**src/rgbh_regs.svh**
```systemverilog
// Timing constants, field widths and reset values for the RGB panel host.
// Assumes a 40 MHz system clock; included by rgbh_spi and rgbh_host.
// Behaviour
// - Panel reset output stays low until host releases it, before any traffic.
// - A frame sync pulse marks the start of every frame.
// - A line sync pulse marks the start of every line.
// - Data enable is high only on cycles carrying active-area pixels.
// - Pixels are driven on an eighteen-line bus, sampled by pixel clock.
// - Line sync at least 2, back porch at least 4, sum at most 31.
// - Line front porch is at least 2 pixel clocks.
// - Frame sync at least 1 line, back porch at least 1, sum at most 127.
// - Frame front porch is at least 1 line.
// - Typical timing is 10/10/38 clocks and 4/4/8 lines.
// - Host drives chip select and serial clock, shares the serial data line.
// - Chip select stays high at least 40 ns between serial accesses.
// - Read serial clock period at least 150 ns, phases 60 ns; write 66 ns.
// - Serial-only or RGB at 6, 16 or 18 bits; serial config in all modes.
`ifndef RGBH_REGS_SVH
`define RGBH_REGS_SVH

`define RGBH_CLK_MHZ        40
`define RGBH_H_ACTIVE       240
`define RGBH_V_ACTIVE       320
`define RGBH_HPW_MIN        2
`define RGBH_HBP_MIN        4
`define RGBH_HSUM_MAX       31
`define RGBH_HFP_MIN        2
`define RGBH_VS_MIN         1
`define RGBH_VBP_MIN        1
`define RGBH_VSUM_MAX       127
`define RGBH_VFP_MIN        1
`define RGBH_HPW_TYP        8'h0a
`define RGBH_HBP_TYP        8'h0a
`define RGBH_HFP_TYP        8'h26
`define RGBH_VS_TYP         8'h04
`define RGBH_VBP_TYP        8'h04
`define RGBH_VFP_TYP        8'h08
`define RGBH_T_CSH_NS       40
`define RGBH_T_RD_HALF_NS   75
`define RGBH_T_WR_HALF_NS   33
`define RGBH_CSH_CYC  ((`RGBH_T_CSH_NS*`RGBH_CLK_MHZ+999)/1000)
`define RGBH_RD_HALF_CYC ((`RGBH_T_RD_HALF_NS*`RGBH_CLK_MHZ+999)/1000)
`define RGBH_WR_HALF_CYC ((`RGBH_T_WR_HALF_NS*`RGBH_CLK_MHZ+999)/1000)
`define RGBH_SPI_BITS       9
`define RGBH_BUS_W          18
`define RGBH_DIV_W          4
`define RGBH_RST_CYC        16

`endif

```
**src/rgbh_pkg.sv**
```systemverilog
// Types shared by the RGB panel host modules.
// Assumes rgbh_regs.svh for the numeric constants.
package rgbh_pkg;
  typedef enum logic [1:0] {
    RGBH_MODE_SERIAL = 2'b00,
    RGBH_MODE_B6     = 2'b01,
    RGBH_MODE_B16    = 2'b10,
    RGBH_MODE_B18    = 2'b11
  } rgbh_mode_t;

  typedef enum logic [1:0] {
    RGBH_SP_IDLE = 2'b00,
    RGBH_SP_LOW  = 2'b01,
    RGBH_SP_HIGH = 2'b10,
    RGBH_SP_GAP  = 2'b11
  } rgbh_spi_st_t;

  typedef enum logic [1:0] {
    RGBH_PH_SYNC  = 2'b00,
    RGBH_PH_BACK  = 2'b01,
    RGBH_PH_ACT   = 2'b10,
    RGBH_PH_FRONT = 2'b11
  } rgbh_phase_t;
endpackage

```
**src/rgbh_spi.sv**
```systemverilog
// 3-wire serial configuration master of the RGB panel host.
// Runs on the 40 MHz system clock; data line is split into in/out/enable.
`timescale 1ns/1ps
`include "rgbh_regs.svh"
module rgbh_spi
  import rgbh_pkg::*;
(
  input  wire logic        i_clk,
  input  wire logic        i_arst_n,
  input  wire logic        i_start,
  input  wire logic        i_read,
  input  wire logic [8:0]  i_word,
  input  wire logic        i_sda,
  output logic             o_busy,
  output logic             o_done,
  output logic [7:0]       o_rdata,
  output logic             o_cs_n,
  output logic             o_scl,
  output logic             o_sda,
  output logic             o_sda_oe
);
  rgbh_spi_st_t state;
  logic [3:0]   bit_cnt;
  logic [2:0]   tmr;
  logic [8:0]   shreg;
  logic         rd;
  logic         sda_m;
  logic         sda_s;
  wire  [2:0]   half = rd ? 3'(`RGBH_RD_HALF_CYC)
                          : 3'(`RGBH_WR_HALF_CYC);
  wire          tmr_end = (tmr == half - 3'h1);
  wire          last = (bit_cnt == 4'(`RGBH_SPI_BITS - 1));
  // Readback only after the first bit; the first bit stays driven
  wire          rd_phase = rd && (bit_cnt != 4'h0);

  always_ff @(posedge i_clk or negedge i_arst_n)
  begin
    if (!i_arst_n)
    begin
      sda_m <= 1'b0;
      sda_s <= 1'b0;
    end
    else
    begin
      sda_m <= i_sda;
      sda_s <= sda_m;
    end
  end

  always_ff @(posedge i_clk or negedge i_arst_n)
  begin
    if (!i_arst_n)
    begin
      state    <= RGBH_SP_IDLE;
      bit_cnt  <= 4'h0;
      tmr      <= 3'h0;
      shreg    <= 9'h000;
      rd       <= 1'b0;
      o_busy   <= 1'b0;
      o_done   <= 1'b0;
      o_rdata  <= 8'h00;
      o_cs_n   <= 1'b1;
      o_scl    <= 1'b0;
      o_sda    <= 1'b0;
      o_sda_oe <= 1'b0;
    end
    else
    begin
      o_done <= 1'b0;
      case (state)
        RGBH_SP_IDLE:
        begin
          if (i_start)
          begin
            state    <= RGBH_SP_LOW;
            shreg    <= i_word;
            rd       <= i_read;
            bit_cnt  <= 4'h0;
            tmr      <= 3'h0;
            o_busy   <= 1'b1;
            o_cs_n   <= 1'b0;
            o_sda    <= i_word[8];
            o_sda_oe <= 1'b1;
          end
        end
        RGBH_SP_LOW:
        begin
          tmr <= tmr + 3'h1;
          if (tmr_end)
          begin
            tmr   <= 3'h0;
            o_scl <= 1'b1;
            state <= RGBH_SP_HIGH;
            if (rd_phase)
              o_rdata <= {o_rdata[6:0], sda_s};
          end
        end
        RGBH_SP_HIGH:
        begin
          tmr <= tmr + 3'h1;
          if (tmr_end)
          begin
            tmr   <= 3'h0;
            o_scl <= 1'b0;
            if (last)
            begin
              state    <= RGBH_SP_GAP;
              o_cs_n   <= 1'b1;
              o_sda_oe <= 1'b0;
            end
            else
            begin
              state    <= RGBH_SP_LOW;
              bit_cnt  <= bit_cnt + 4'h1;
              shreg    <= {shreg[7:0], 1'b0};
              o_sda    <= shreg[7];
              o_sda_oe <= !rd;
            end
          end
        end
        RGBH_SP_GAP:
        begin
          tmr <= tmr + 3'h1;
          if (tmr == 3'(`RGBH_CSH_CYC - 1))
          begin
            state  <= RGBH_SP_IDLE;
            o_busy <= 1'b0;
            o_done <= 1'b1;
          end
        end
        default: state <= RGBH_SP_IDLE;
      endcase
    end
  end
endmodule // rgbh_spi

```
**src/rgbh_host.sv**
```systemverilog
// Top of the RGB panel host: timing generator, pixel bus and serial master.
// Pixel clock is derived here by a divider; pixels come from user ports.
`timescale 1ns/1ps
`include "rgbh_regs.svh"
module rgbh_host
  import rgbh_pkg::*;
(
  input  wire logic        i_clk,
  input  wire logic        i_arst_n,
  input  wire logic        i_panel_run,
  input  wire rgbh_mode_t  i_mode,
  input  wire logic [7:0]  i_hpw,
  input  wire logic [7:0]  i_hbp,
  input  wire logic [7:0]  i_hfp,
  input  wire logic [7:0]  i_frame_sync_width,
  input  wire logic [7:0]  i_vbp,
  input  wire logic [7:0]  i_vfp,
  input  wire logic        i_timing_load,
  input  wire logic [17:0] i_pixel,
  input  wire logic        i_cfg_start,
  input  wire logic        i_cfg_read,
  input  wire logic [8:0]  i_cfg_word,
  input  wire logic        i_sda,
  output logic             o_pixel_req,
  output logic             o_timing_err,
  output logic             o_cfg_busy,
  output logic             o_cfg_done,
  output logic [7:0]       o_cfg_rdata,
  output logic             o_panel_rst_n,
  output logic             o_cs_n,
  output logic             o_scl,
  output logic             o_sda,
  output logic             o_sda_oe,
  output logic             o_pixel_clock,
  output logic             o_frame_sync,
  output logic             o_line_sync,
  output logic             o_data_en,
  output logic [17:0]      o_pixel_data_bus
);
  logic [3:0]  rst_cnt;
  logic [3:0]  div;
  logic [7:0]  hpw;
  logic [7:0]  hbp;
  logic [7:0]  hfp;
  logic [7:0]  vsw;
  logic [7:0]  vbp;
  logic [7:0]  vfp;
  rgbh_phase_t hph;
  rgbh_phase_t vph;
  logic [8:0]  hcnt;
  logic [8:0]  vcnt;
  logic        rgb_on;

  function automatic logic h_ok(input logic [7:0] w, input logic [7:0] b,
                                input logic [7:0] f);
    h_ok = (w >= 8'(`RGBH_HPW_MIN)) && (b >= 8'(`RGBH_HBP_MIN))
        && ({1'b0, w} + {1'b0, b} <= 9'(`RGBH_HSUM_MAX))
        && (f >= 8'(`RGBH_HFP_MIN));
  endfunction

  function automatic logic v_ok(input logic [7:0] w, input logic [7:0] b,
                                input logic [7:0] f);
    v_ok = (w >= 8'(`RGBH_VS_MIN)) && (b >= 8'(`RGBH_VBP_MIN))
        && ({1'b0, w} + {1'b0, b} <= 9'(`RGBH_VSUM_MAX))
        && (f >= 8'(`RGBH_VFP_MIN));
  endfunction

  // Phase length in counts, shared by both axes
  function automatic logic [8:0] ph_len(input rgbh_phase_t p,
      input logic [7:0] w, input logic [7:0] b, input logic [7:0] f,
      input logic [8:0] act);
    case (p)
      RGBH_PH_SYNC:  ph_len = {1'b0, w};
      RGBH_PH_BACK:  ph_len = {1'b0, b};
      RGBH_PH_ACT:   ph_len = act;
      default:       ph_len = {1'b0, f};
    endcase
  endfunction

  wire set_ok = h_ok(i_hpw, i_hbp, i_hfp)
             && v_ok(i_frame_sync_width, i_vbp, i_vfp);
  // Pixel clock rises at div half and falls when div wraps; outputs change with that fall
  wire div_half = (div == 4'((1 << (`RGBH_DIV_W - 1)) - 1));
  wire div_wrap = (div == 4'hf);
  wire h_last = (hcnt == ph_len(hph, hpw, hbp, hfp,
                                9'(`RGBH_H_ACTIVE)) - 9'h001);
  wire v_last = (vcnt == ph_len(vph, vsw, vbp, vfp,
                                9'(`RGBH_V_ACTIVE)) - 9'h001);
  wire line_end = (hph == RGBH_PH_FRONT) && h_last;
  wire active = (hph == RGBH_PH_ACT) && (vph == RGBH_PH_ACT);
  wire rst_done = (rst_cnt == 4'(`RGBH_RST_CYC - 1));
  wire [17:0] bus_sel = (i_mode == RGBH_MODE_B6)  ? {12'h000, i_pixel[5:0]}
                      : (i_mode == RGBH_MODE_B16) ? {2'h0, i_pixel[15:0]}
                      : i_pixel;

  // Panel reset held low until asked to run and a minimum time passed
  always_ff @(posedge i_clk or negedge i_arst_n)
  begin
    if (!i_arst_n)
    begin
      rst_cnt       <= 4'h0;
      o_panel_rst_n <= 1'b0;
    end
    else if (i_panel_run && !rst_done)
      rst_cnt <= rst_cnt + 4'h1;
    else if (i_panel_run)
      o_panel_rst_n <= 1'b1;
    else
    begin
      rst_cnt       <= 4'h0;
      o_panel_rst_n <= 1'b0;
    end
  end

  always_ff @(posedge i_clk or negedge i_arst_n)
  begin
    if (!i_arst_n)
    begin
      hpw <= `RGBH_HPW_TYP;
      hbp <= `RGBH_HBP_TYP;
      hfp <= `RGBH_HFP_TYP;
      vsw <= `RGBH_VS_TYP;
      vbp <= `RGBH_VBP_TYP;
      vfp <= `RGBH_VFP_TYP;
      o_timing_err <= 1'b0;
    end
    else if (i_timing_load && set_ok)
    begin
      hpw <= i_hpw;
      hbp <= i_hbp;
      hfp <= i_hfp;
      vsw <= i_frame_sync_width;
      vbp <= i_vbp;
      vfp <= i_vfp;
      o_timing_err <= 1'b0;
    end
    else if (i_timing_load)
      o_timing_err <= 1'b1;
  end

  always_ff @(posedge i_clk or negedge i_arst_n)
  begin
    if (!i_arst_n)
    begin
      div           <= 4'h0;
      o_pixel_clock <= 1'b0;
      rgb_on        <= 1'b0;
    end
    else
    begin
      div           <= div + 4'h1;
      o_pixel_clock <= div_half ? 1'b1 : (div_wrap ? 1'b0 : o_pixel_clock);
      if (div_wrap)
        rgb_on <= o_panel_rst_n && (i_mode != RGBH_MODE_SERIAL);
    end
  end

  always_ff @(posedge i_clk or negedge i_arst_n)
  begin
    if (!i_arst_n)
    begin
      hph  <= RGBH_PH_SYNC;
      vph  <= RGBH_PH_SYNC;
      hcnt <= 9'h000;
      vcnt <= 9'h000;
    end
    else if (!rgb_on)
    begin
      hph  <= RGBH_PH_SYNC;
      vph  <= RGBH_PH_SYNC;
      hcnt <= 9'h000;
      vcnt <= 9'h000;
    end
    else if (div_wrap)
    begin
      hcnt <= h_last ? 9'h000 : hcnt + 9'h001;
      if (h_last)
        hph <= rgbh_phase_t'(hph + 2'h1);
      if (line_end)
      begin
        vcnt <= v_last ? 9'h000 : vcnt + 9'h001;
        if (v_last)
          vph <= rgbh_phase_t'(vph + 2'h1);
      end
    end
  end

  // Panel pins update on the pixel clock's falling edge for setup; o_pixel_req pulses there for one cycle
  always_ff @(posedge i_clk or negedge i_arst_n)
  begin
    if (!i_arst_n)
    begin
      o_frame_sync     <= 1'b0;
      o_line_sync      <= 1'b0;
      o_data_en        <= 1'b0;
      o_pixel_data_bus <= 18'h00000;
      o_pixel_req      <= 1'b0;
    end
    else
    begin
      o_pixel_req <= div_wrap && rgb_on && active;
      if (div_wrap)
      begin
        o_frame_sync     <= rgb_on && (vph == RGBH_PH_SYNC);
        o_line_sync      <= rgb_on && (hph == RGBH_PH_SYNC);
        o_data_en        <= rgb_on && active;
        o_pixel_data_bus <= (rgb_on && active) ? bus_sel : 18'h00000;
      end
    end
  end

  rgbh_spi u_spi
  (
    .i_clk    (i_clk),
    .i_arst_n (i_arst_n),
    .i_start  (i_cfg_start && o_panel_rst_n),
    .i_read   (i_cfg_read),
    .i_word   (i_cfg_word),
    .i_sda    (i_sda),
    .o_busy   (o_cfg_busy),
    .o_done   (o_cfg_done),
    .o_rdata  (o_cfg_rdata),
    .o_cs_n   (o_cs_n),
    .o_scl    (o_scl),
    .o_sda    (o_sda),
    .o_sda_oe (o_sda_oe)
  );
endmodule // rgbh_host

```
**config.mk**
```make
export PLATFORM = sky130hd
export DESIGN_NAME = rgbh_host
export DESIGN_NICKNAME = d
export VERILOG_FILES = /design/src/rgbh_pkg.sv /design/src/rgbh_spi.sv /design/src/rgbh_host.sv
export VERILOG_INCLUDE_DIRS = /design/src
export SDC_FILE = /design/constraint.sdc
export NUM_CORES = 1
export LEC_CHECK = 0
export BUFFER_PORTS_ARGS = -buffer_cell sky130_fd_sc_hd__buf_2
export CORE_MARGIN = 2
export CORE_UTILIZATION = 40
export CTS_CLUSTER_DIAMETER = 60
export DETAILED_ROUTE_END_ITERATION = 10
export PLACE_DENSITY = 0.65
export SYNTH_ARGS = -nofsm -noshare
export SYNTH_HDL_FRONTEND = slang
export SYNTH_HIERARCHICAL = 1
export SYNTH_SLANG_ARGS = --single-unit
export TNS_END_PERCENT = 100
```
**constraint.sdc**
```tcl
create_clock -name i_clk -period 4.55 [get_ports i_clk]
set_input_delay 0.91 -clock i_clk [delete_from_list [all_inputs] [get_ports i_clk]]
set_output_delay 0.91 -clock i_clk [all_outputs]
set_load 0.01 [all_outputs]
```
== Word level (Yosys, flattened, before mapping) ==
Cells that the tools add are included.

* Register bits after elaboration: 138
* Input bits: 84
* Output and inout port bits: 39
* Logic and storage cells: 191

* Add/sub/neg operators: 13
* Magnitude comparators: 8
* Equal/unequal tests: 29
* Muxes and demuxes: 63
* Reductions and logical operators: 43

{| class="wikitable"
|+ Operator list
! cell !! number
|-
| $mux W9 || 7
|-
| $mux W18 || 3
|-
| $pmux W9 S3 || 1
|-
| $ge A8 B1 Y1 const B || 3
|-
| $mux W2 || 12
|-
| $mux W8 || 3
|-
| $pmux W8 S3 || 1
|-
| $mux W1 || 20
|-
| $mux W4 || 5
|-
| $ne A2 B1 Y1 const B || 10
|-
| $logic_and A1 B1 Y1 || 19
|-
| $add A8 B8 Y9 || 2
|-
| $add A9 B1 Y9 const B || 2
|-
| $eq A9 B9 Y1 || 2
|-
| $sub A9 B1 Y9 const B || 2
|-
| $ge A8 B2 Y1 const B || 2
|-
| $pmux W8 S2 || 1
|-
| $reduce_and A3 Y1 || 5
|-
| $add A4 B1 Y4 const B || 3
|-
| $eq A2 B2 Y1 const B || 6
|-
| $eq A4 B4 Y1 const B || 3
|-
| $reduce_and A4 Y1 || 3
|-
| $reduce_bool A2 Y1 || 6
|-
| $pmux W1 S2 || 5
|-
| other kinds (20) || 30
|}

== Logic depth before layout (Yosys ltp) ==
Gate-level depths: netlist of run 1.

* Depth after elaboration: 8
* Gate-level depth with buffers: 15

== By module ==
The synthesis of run 1 kept the hierarchy.

{| class="wikitable"
|+ By module, submodules not included
! module !! times used !! cells each !! area an instance (µm²)
|-
| rgbh_host || 1 || 525 || 5819.3
|-
| rgbh_spi || 1 || 135 || 1722.9
|}

== Worst setup path before layout of run 1 ==
Ideal clock, no wire load.

* Path kind: input-to-reg
* Start point: input i_hpw[0]
* End point: register hbp[0]
* Arrival time: 3.185 ns
* Required time: 4.425 ns
* Slack: 1.241 ns
* Stages: 7
* Path buffers: 1
* Cells stage by stage: ha_1 fa_1 or4b_2 a2111oi_0 o21ai_1 clkbuf_1 mux2_2

* Cells in the longest elaborated chain, start to end: 6

{| class="wikitable"
|+ Ends and longest elaborated chain
! what !! line !! RTL
|-
| from (decl) || rgbh_host.sv:12 || <nowiki>input wire logic [7:0] i_hpw,</nowiki>
|-
| $add A8 B8 Y9 or $ge A8 B2 Y1 (tied branches) || rgbh_host.sv:57, rgbh_host.sv:56 ||
|-
| $le A9 B5 Y1 or $logic_and A1 B1 Y1 (tied branches) || rgbh_host.sv:57, rgbh_host.sv:56 ||
|-
| $logic_and A1 B1 Y1 (*) (2 in series) || rgbh_host.sv:56 || <nowiki>h_ok = (w >= 8'(`RGBH_HPW_MIN)) && (b >= 8'(`RGBH_HBP_MIN))</nowiki>
|-
| $logic_and A1 B1 Y1 (*) || rgbh_host.sv:81 || <nowiki>&& v_ok(i_frame_sync_width, i_vbp, i_vfp);</nowiki>
|-
| $logic_and A1 B1 Y1 (*) || rgbh_host.sv:127 || <nowiki>else if (i_timing_load && set_ok)</nowiki>
|-
| to (signal assigned) || rgbh_host.sv:120 || <nowiki>hbp <= `RGBH_HBP_TYP;</nowiki>
|-
| to (signal assigned) || rgbh_host.sv:130 || <nowiki>hbp <= i_hbp;</nowiki>
|-
| to (decl) || rgbh_host.sv:43 || <nowiki>logic [7:0] hbp;</nowiki>
|}

Every way passes the cells marked *; elsewhere a longest branch is shown, timed or not.
A chain may end at the register's enable or synchronous reset.

== Worst setup path in the final report of run 1 ==
* Start point: register hph[0]
* End point: register vcnt[8]

* Cells in the longest elaborated chain, start to end: 7

{| class="wikitable"
|+ Ends and longest elaborated chain
! what !! line !! RTL
|-
| from (decl) || rgbh_host.sv:48 || <nowiki>rgbh_phase_t hph;</nowiki>
|-
| from (signal assigned) || rgbh_host.sv:178 || <nowiki>hph <= rgbh_phase_t'(hph + 2'h1);</nowiki>
|-
| $eq A2 B2 Y1, or another cell as far along || rgbh_host.sv:72 || <nowiki>case (p)</nowiki>
|-
| $pmux W8 S3 || rgbh_host.sv:72 ||
|-
| $sub A9 B1 Y9 || rgbh_host.sv:85 || <nowiki>wire h_last = (hcnt == ph_len(hph, hpw, hbp, hfp,</nowiki>
|-
| $eq A9 B9 Y1 || rgbh_host.sv:85 ||
|-
| $logic_and A1 B1 Y1 (*) || rgbh_host.sv:89 || <nowiki>wire line_end = (hph == RGBH_PH_FRONT) && h_last;</nowiki>
|-
| $ne A2 B1 Y1 (no source line) (*) || - ||
|-
| $reduce_and A2 Y1 (no source line) (*) || - ||
|-
| to (signal assigned) || rgbh_host.sv:181 || <nowiki>vcnt <= v_last ? 9'h000 : vcnt + 9'h001;</nowiki>
|-
| to (decl) || rgbh_host.sv:51 || <nowiki>logic [8:0] vcnt;</nowiki>
|}

Marks and branches as above.

==> key figures, run 1 <==
Die
  • Starting Density: 40.6%
  • # IOs: 123
  • Core area: approximately 19000 sq um
  • Die area: 20000 sq um
  • Die W: about 140 um
  • Die Y-Extent: 141 um
  • Core Rows: 50

GRT
  • GRT Util Overall: between 15 and 20%
  • Global routing usage on met3: 3.68%
  • Met1 Track Usage GR: between 20 and 25%
  • GRT busiest layer: met2
  • Met2 Resource Use GR: 27.9%
  • Largest net degree at the start of global routing: 92
  • Antenna violations before repair: 0
  • Remaining Overflow, GRT: 0
  • Number of global-route vias before repair: 5490
  • First-pass GRT wire length: roughly 28000 um

Routing
  • DRT iter0 DRCs: around 330
  • Vias per inst: approximately 5.4
  • DR DRC count: 0
  • DR pass1 iterations: 5
  • Routed WL per cell: 15.9 um
  • Antenna-violating nets left: 0
  • Detailed Route WL: roughly 16000 um
  • Vias post-DR: 5504

STA
  • Final worst-path cycle share: 85.5%
  • Hold WS: 0.348 ns
  • Fmax: roughly 0.26 GHz
  • Slew headroom: 43.5%
  • Post-route minimum period: 3.89 ns
  • Final setup violation count: 0
  • RSZ-0062 raised after global routing: false
  • Fin. max-slew vios: 0
  • Hold Violations, Final: 0
  • Fin Setup TNS: 0 ns
  • Worst clock skew: 0.00913 ns
  • Worst Max-Slew Pin Slew: 0.848 ns

Power and ir drop
  • Pwr/cell area: 415 nW/um^2
  • Comb power frac: 24.5%
  • NetSw: ~1100 uW
  • Int Power: around 2600 uW
  • Sequential share of power: 40.0%
  • P_leak: 0.00421 uW
  • Clk pwr share: 35.5%
  • Peak supply drop: 0.350 mV
  • Sw frac: 29.3%

Setup path
  • Delay of the slowest critical-path stage: 0.63 ns
  • CP max stage cell: a2111o_1
  • WP data required: 4.85 ns
  • Worst reg2reg startpoint: hph[0]
  • Setup crit start kind: flip-flop
  • Worst Path Max Fanout: 12
  • Crit path cell chain: inv_1, ha_1, a22oi_1, o21a_1, ha_1, nor2b_1, a41oi_1, a211oi_1, nand4_1, a2111o_1, a22o_1, a22o_1
  • Crit Path Class: flip-flop to flip-flop
  • R2R depth: 12
  • Worst R2R Setup Slack: 0.66 ns
  • CP Capture Type: flip-flop
  • Worst endpoint data arrival time: approximately 4.2 ns
  • R2r endpoint: vcnt[8]

CTS
  • Htree depth: 4
  • Clk buf depth: 2
  • Hold buffer count at CTS: 0
  • Post-cts sizing count: 0
  • CTS Sinks: about 140
  • Clk root buf: clkbuf_16
  • Worst-Skew Late Latency: 0.41 ns
  • Num CTS Buffers: 17
  • CTS tree: yes
  • Post-CTS Setup Bufs: 0
  • CTS clk-pin slew, worst paths: 0.05 ns

Yosys
  • Yosys Warn Count: 6
  • Asr flop ratio synth: between 90% and 100%
  • Cell count after synthesis: 660
  • Share of the synthesized area in the top cell type: 42.1%
  • Post-Syn Area: 7540 sq um
  • Synth cell types: 79
  • EDFF count, synth: 0
  • Main synth FF type: dfrtp_1
  • Synth top area cells: dfrtp_1, mux2_2, ha_1
  • Cell taking the most area after synthesis: dfrtp_1
  • Seq/Total Area, Yosys: 46.0%
  • Seq cells post-synth: 138
  • Syn Area/Cell: ~11 sq um
  • Synthesized Nets: between 700 and 800

Layout
  • Antenna diode count: 0
  • Share of layout cells above drive strength 1: about 34%
  • Post-Layout Inst Area: 8940 sq um
  • P&R area growth vs syn: 18.5%
  • # nets final: 907

Placement
  • IO Port Bufs: roughly 120
  • Post-DP HPWL: 11800 um
  • Cell Area, Placed: 8370 sq um
  • RePlAce Congestion: around 0.79

Outcome
  • Outcome: completed

Worst hold path
  • HP Class: flip-flop to flip-flop
  • Hold Path Sink: u_spi/sda_s
  • Worst hold path depth: 0
  • Hold Crit Start: u_spi/sda_m

Run
  • MaxCap Viol Count: 0
routing by layer:
layer / up-vias / wire length, um
met5: - / 0
met4: 0 / 164
met3: 13 / 623
met2: 97 / 7890
met1: 2714 / 7670
li1: 2680 / -
flip-flops by register name, summed over array words and instances, names as in the netlist, 8 cells and up:
name,flops
hbp,8
hcnt,9
hfp,8
hpw,8
o_pixel_data_bus,18
u_spi/o_rdata,8
u_spi/shreg,8
vbp,8
vcnt,9
vfp,8
vsw,8
through the flow:
step | power, uW | utilization, % | instances | worst slack (ns)
after global placement | 2400 | 45.1 | 997 | 0.679
after CTS | 3750 | 48.1 | 1028 | 0.689
final | 3710 | 48.1 | 1028 | 0.660
after global routing | 3930 | 48.1 | 1028 | 0.357
after floorplan | 2190 | - | 660 | 1.24
after detailed placement | 2410 | 45.1 | 997 | 0.648
power groups by stage:
| stage | clock [uW] | combinational (uW) | sequential [uW] |
|---|---|---|---|
| after floorplan | 0 | 701 | 1490 |
| after global placement | 0 | 896 | 1500 |
| after detailed placement | 0 | 908 | 1500 |
| after CTS | 1350 | 913 | 1490 |
| after global routing | 1400 | 1020 | 1510 |
| final | 1310 | 907 | 1480 |
cell families after synthesis:
kind of cell / count (synthesis) / synth area share (%)
flops: 138 / 46.0
fa+ha+maj: 41 / 7.00
buf+inv: 53 / 3.07
simple gates: 171 / 13.1
mux: 81 / 12.4
compound gates: 145 / 14.8
xor+xnor: 31 / 3.60
worst max-delay path by stage:
| stage | from | to | depth (start not counted) |
|---|---|---|---|
| floorplan | i_hpw[0] | hbp[0] | 7 |
| global placement | i_hpw[0] | hfp[0] | 8 |
| detailed placement | i_hpw[0] | vbp[4] | 8 |
| CTS | hph[0] | vcnt[8] | 12 |
| global route | hph[0] | vcnt[3] | 12 |
| finish | hph[0] | vcnt[8] | 12 |
critical path, delay by kind of cell (launching register included):
| family | cells | cell delay (ns) |
|---|---|---|
| fa+ha+maj | 2 | 0.55 |
| flops | 1 | 0.43 |
| compound gates | 7 | 2.18 |
| simple gates | 2 | 0.51 |
| buf+inv | 1 | 0.09 |
synth_stat cells, types with 4 or more instances:
master / n
o211ai_1: 4
or4_1: 6
inv_1: 30
mux2i_1: 7
a22oi_1: 11
nand2b_1: 5
nor3_1: 5
nand3_1: 23
mux2_2: 65
nor2b_1: 15
a221oi_1: 4
a31oi_1: 5
o31ai_2: 5
a2bb2oi_1: 4
ha_1: 39
clkbuf_1: 14
a21oi_1: 19
o21ai_0: 19
nand4_1: 8
nor2_1: 25
o21a_1: 4
nand2_1: 38
and2_1: 7
a211oi_1: 6
or2_2: 6
a22o_1: 22
nor4_1: 10
xor2_1: 15
mux2_4: 8
dfrtp_1: 127
buf_2: 5
dfstp_2: 11
a32oi_1: 5
xnor2_1: 16
cells in the final DEF, fill, tap and decap left out, types with 4 or more instances in the layout:
cell	netlist	routed
dfrtp_1	127	127
buf_2	5	121
mux2_2	65	65
ha_1	39	39
nand2_1	38	38
inv_1	30	30
nor2_1	25	25
nand3_1	23	23
a22o_1	22	22
a21oi_1	19	19
o21ai_0	19	19
clkbuf_16	0	17
xnor2_1	16	16
nor2b_1	15	15
xor2_1	15	15
a22oi_1	11	11
dfstp_2	11	11
nor4_1	10	10
nand4_1	8	8
mux2_4	8	8
and2_1	7	7
mux2i_1	7	7
or2_2	6	6
or4_1	6	6
a211oi_1	6	6
nor3_1	5	5
nand2b_1	5	5
a31oi_1	5	5
a32oi_1	5	5
o31ai_2	5	5
o21a_1	4	4
a221oi_1	4	4
a2bb2oi_1	4	4
o211ai_1	4	4
buf_4	1	4
area by class of cell:
type,instances,area [sq um]
Fill cell,1680,9640
Multi-Input combinational cell,469,3850
Sequential cell,138,3470
Timing Repair Buffer,126,647
Clock buffer,21,470
Tap cell,234,293
Inverter,30,113
Clock inverter,10,93.8
No activity file was read; power rests on OpenSTA's default activity.
==> run 2: changes to the inputs <==
--- a/config.mk
+++ b/config.mk
@@ -9,6 +9,7 @@
 export BUFFER_PORTS_ARGS = -buffer_cell sky130_fd_sc_hd__buf_2
 export CORE_MARGIN = 2
 export CORE_UTILIZATION = 40
+export CTS_BUF_LIST = sky130_fd_sc_hd__clkbuf_2
 export CTS_CLUSTER_DIAMETER = 60
 export DETAILED_ROUTE_END_ITERATION = 10
 export PLACE_DENSITY = 0.65
==> key figures, run 2 (synthesis results as in run 1) <==
Outcome
  • Outcome: completed

Placement
  • RePlAce Congestion: 0.786
  • Cell Area, Placed: 8370 sq um
  • Post-DP HPWL: 11800 um
  • IO Port Bufs: between 100 and 150
  • Placed Cells: 997

CTS
  • Worst-Skew Late Latency: around 0.68 ns
  • Htree depth: 4
  • Hold buffer count at CTS: 0
  • CTS tree: yes
  • Post-cts sizing count: 0
  • CTS Sinks: 138
  • CTS clk-pin slew, worst paths: between 0.2 and 0.25 ns
  • Clk buf depth: 2
  • Clk root buf: clkbuf_2
  • Num CTS Buffers: 17
  • Post-CTS Setup Bufs: 0

Run
  • MaxCap Viol Count: 0

Setup path
  • Worst Path Max Fanout: 12
  • Crit Path Class: flip-flop to flip-flop
  • Worst R2R Setup Slack: 0.68 ns
  • Worst endpoint data arrival time: 4.44 ns
  • Critical path buffers and inverters: 1
  • Delay of the slowest critical-path stage: 0.63 ns
  • WP data required: 5.12 ns
  • CP Capture Type: flip-flop
  • Largest delay contributor family on the critical path: compound AO/OA/AOI/OAI gates
  • CP max stage cell: a2111o_1
  • Setup crit start kind: flip-flop
  • Crit path cell chain: inv_1, ha_1, a22oi_1, o21a_1, ha_1, nor2b_1, a41oi_1, a211oi_1, nand4_1, a2111o_1, a22o_1, a22o_1

Layout
  • Largest regs: o_pixel_data_bus: 18 flops, hcnt: 9 flops, vcnt: 9 flops
  • Most frequent cells in the layout: dfrtp_1, buf_2, mux2_2
  • Antenna diode count: 0
  • Number of flip-flops under the largest register name: 18
  • P&R area growth vs syn: 13.6%
  • Fill cells: 1723
  • Most common library cell in the layout ignoring fill and taps: dfrtp_1
  • Post-Layout Inst Area: about 8600 sq um
  • Finished Layout Cells: 1028
  • Most flop-heavy register: o_pixel_data_bus
  • # nets final: between 900 and 1000
  • Share of layout cells above drive strength 1: about 34%
  • Final Util: between 40% and 50%

Die
  • Die Y-Extent: 141 um
  • Core area: 18600 sq um
  • # IOs: 123
  • Core Rows: 50
  • Die area: 20000 sq um
  • Starting Density: 40.6%
  • Die W: 141 um

Power and ir drop
  • Sequential share of power: 49.0%
  • Sw frac: 33.5%
  • Int Power: 2010 uW
  • P_leak: 0.00406 uW
  • Peak supply drop: 0.247 mV
  • NetSw: 1010 uW
  • Clk pwr share: 21.2%
  • Pwr/cell area: 353 nW/um^2
  • Comb power frac: 29.9%

GRT
  • Number of global-route vias before repair: 5470
  • Antenna violations before repair: 0
  • Largest net degree at the start of global routing: 92
  • Remaining Overflow, GRT: 0
  • First-pass GRT wire length: 27500 um
  • GRT Util Overall: 17.0%

Routing
  • Vias post-DR: between 5000 and 6000
  • Detailed Route WL: 16300 um
  • DR DRC count: 0
  • Antenna-violating nets left: 0
  • DRT iter0 DRCs: 314
  • Vias per inst: 5.36
  • Routed WL per cell: around 16 um
  • DR pass1 iterations: 4

STA
  • Worst Max-Slew Pin Slew: 0.865 ns
  • Slew headroom: between 40% and 50%
  • Worst clock skew: 0.0303 ns
  • Hold Violations, Final: 0
  • RSZ-0062 raised after global routing: false
  • Final worst-path cycle share: 85.1%
  • Fin Setup TNS: 0 ns
  • Fmax: 0.258 GHz
  • Fin. max-slew vios: 0
  • Final setup violation count: 0
  • Post-route minimum period: between 3 and 4 ns
  • Hold WS: 0.232 ns

Worst hold path
  • HP Class: input pin to asynchronous set/reset pin
[run 2: per-layer routing]
layer	vias to the layer above	track usage (%)	wire, um
li1	2681	-	-
met1	2724	23.2	7650
met2	88	27.5	7850
met3	13	4.22	602
met4	0	3.89	159
met5	-	0	0
[run 2: cell type report]
| cell class | count | area (sq um) | share of cell area, % |
|---|---|---|---|
| multi-input combinational | 469 | 3850 | 45.0 |
| sequential | 138 | 3470 | 40.5 |
| timing repair buffer | 126 | 647 | 7.55 |
| tap | 234 | 293 | 3.42 |
| inverter | 30 | 113 | 1.31 |
| clock inverter | 13 | 105 | 1.23 |
| clock buffer | 18 | 90.1 | 1.05 |
[run 2: stage by stage]
step                      setup WS [ns]  total power, uW
after floorplan                    1.24             2190
after global placement            0.679             2400
after detailed placement          0.648             2410
after CTS                         0.671             3070
after global routing              0.366             3260
final                             0.679             3030
[run 2: power by group through the flow]
stage | registers [uW] | clock network (uW) | logic, uW
3_3_place_gp | 1500 | 0 | 896
4_1_cts | 1480 | 678 | 913
6_report | 1480 | 640 | 904
5_1_grt | 1510 | 736 | 1020
2_1_floorplan | 1490 | 0 | 701
3_5_place_dp | 1500 | 0 | 908
[run 2: worst paths after layout]
check,start,endpoint,cells past startpoint
max,hph[0],vcnt[8],12
min,i_arst_n,hpw[0],1
max reg2reg,hph[0],vcnt[8],12
min reg2reg,u_spi/sda_m,u_spi/sda_s,0
max in group asynchronous,i_arst_n,o_pixel_data_bus[7],2
min in group i_clk,i_sda,u_spi/sda_m,1
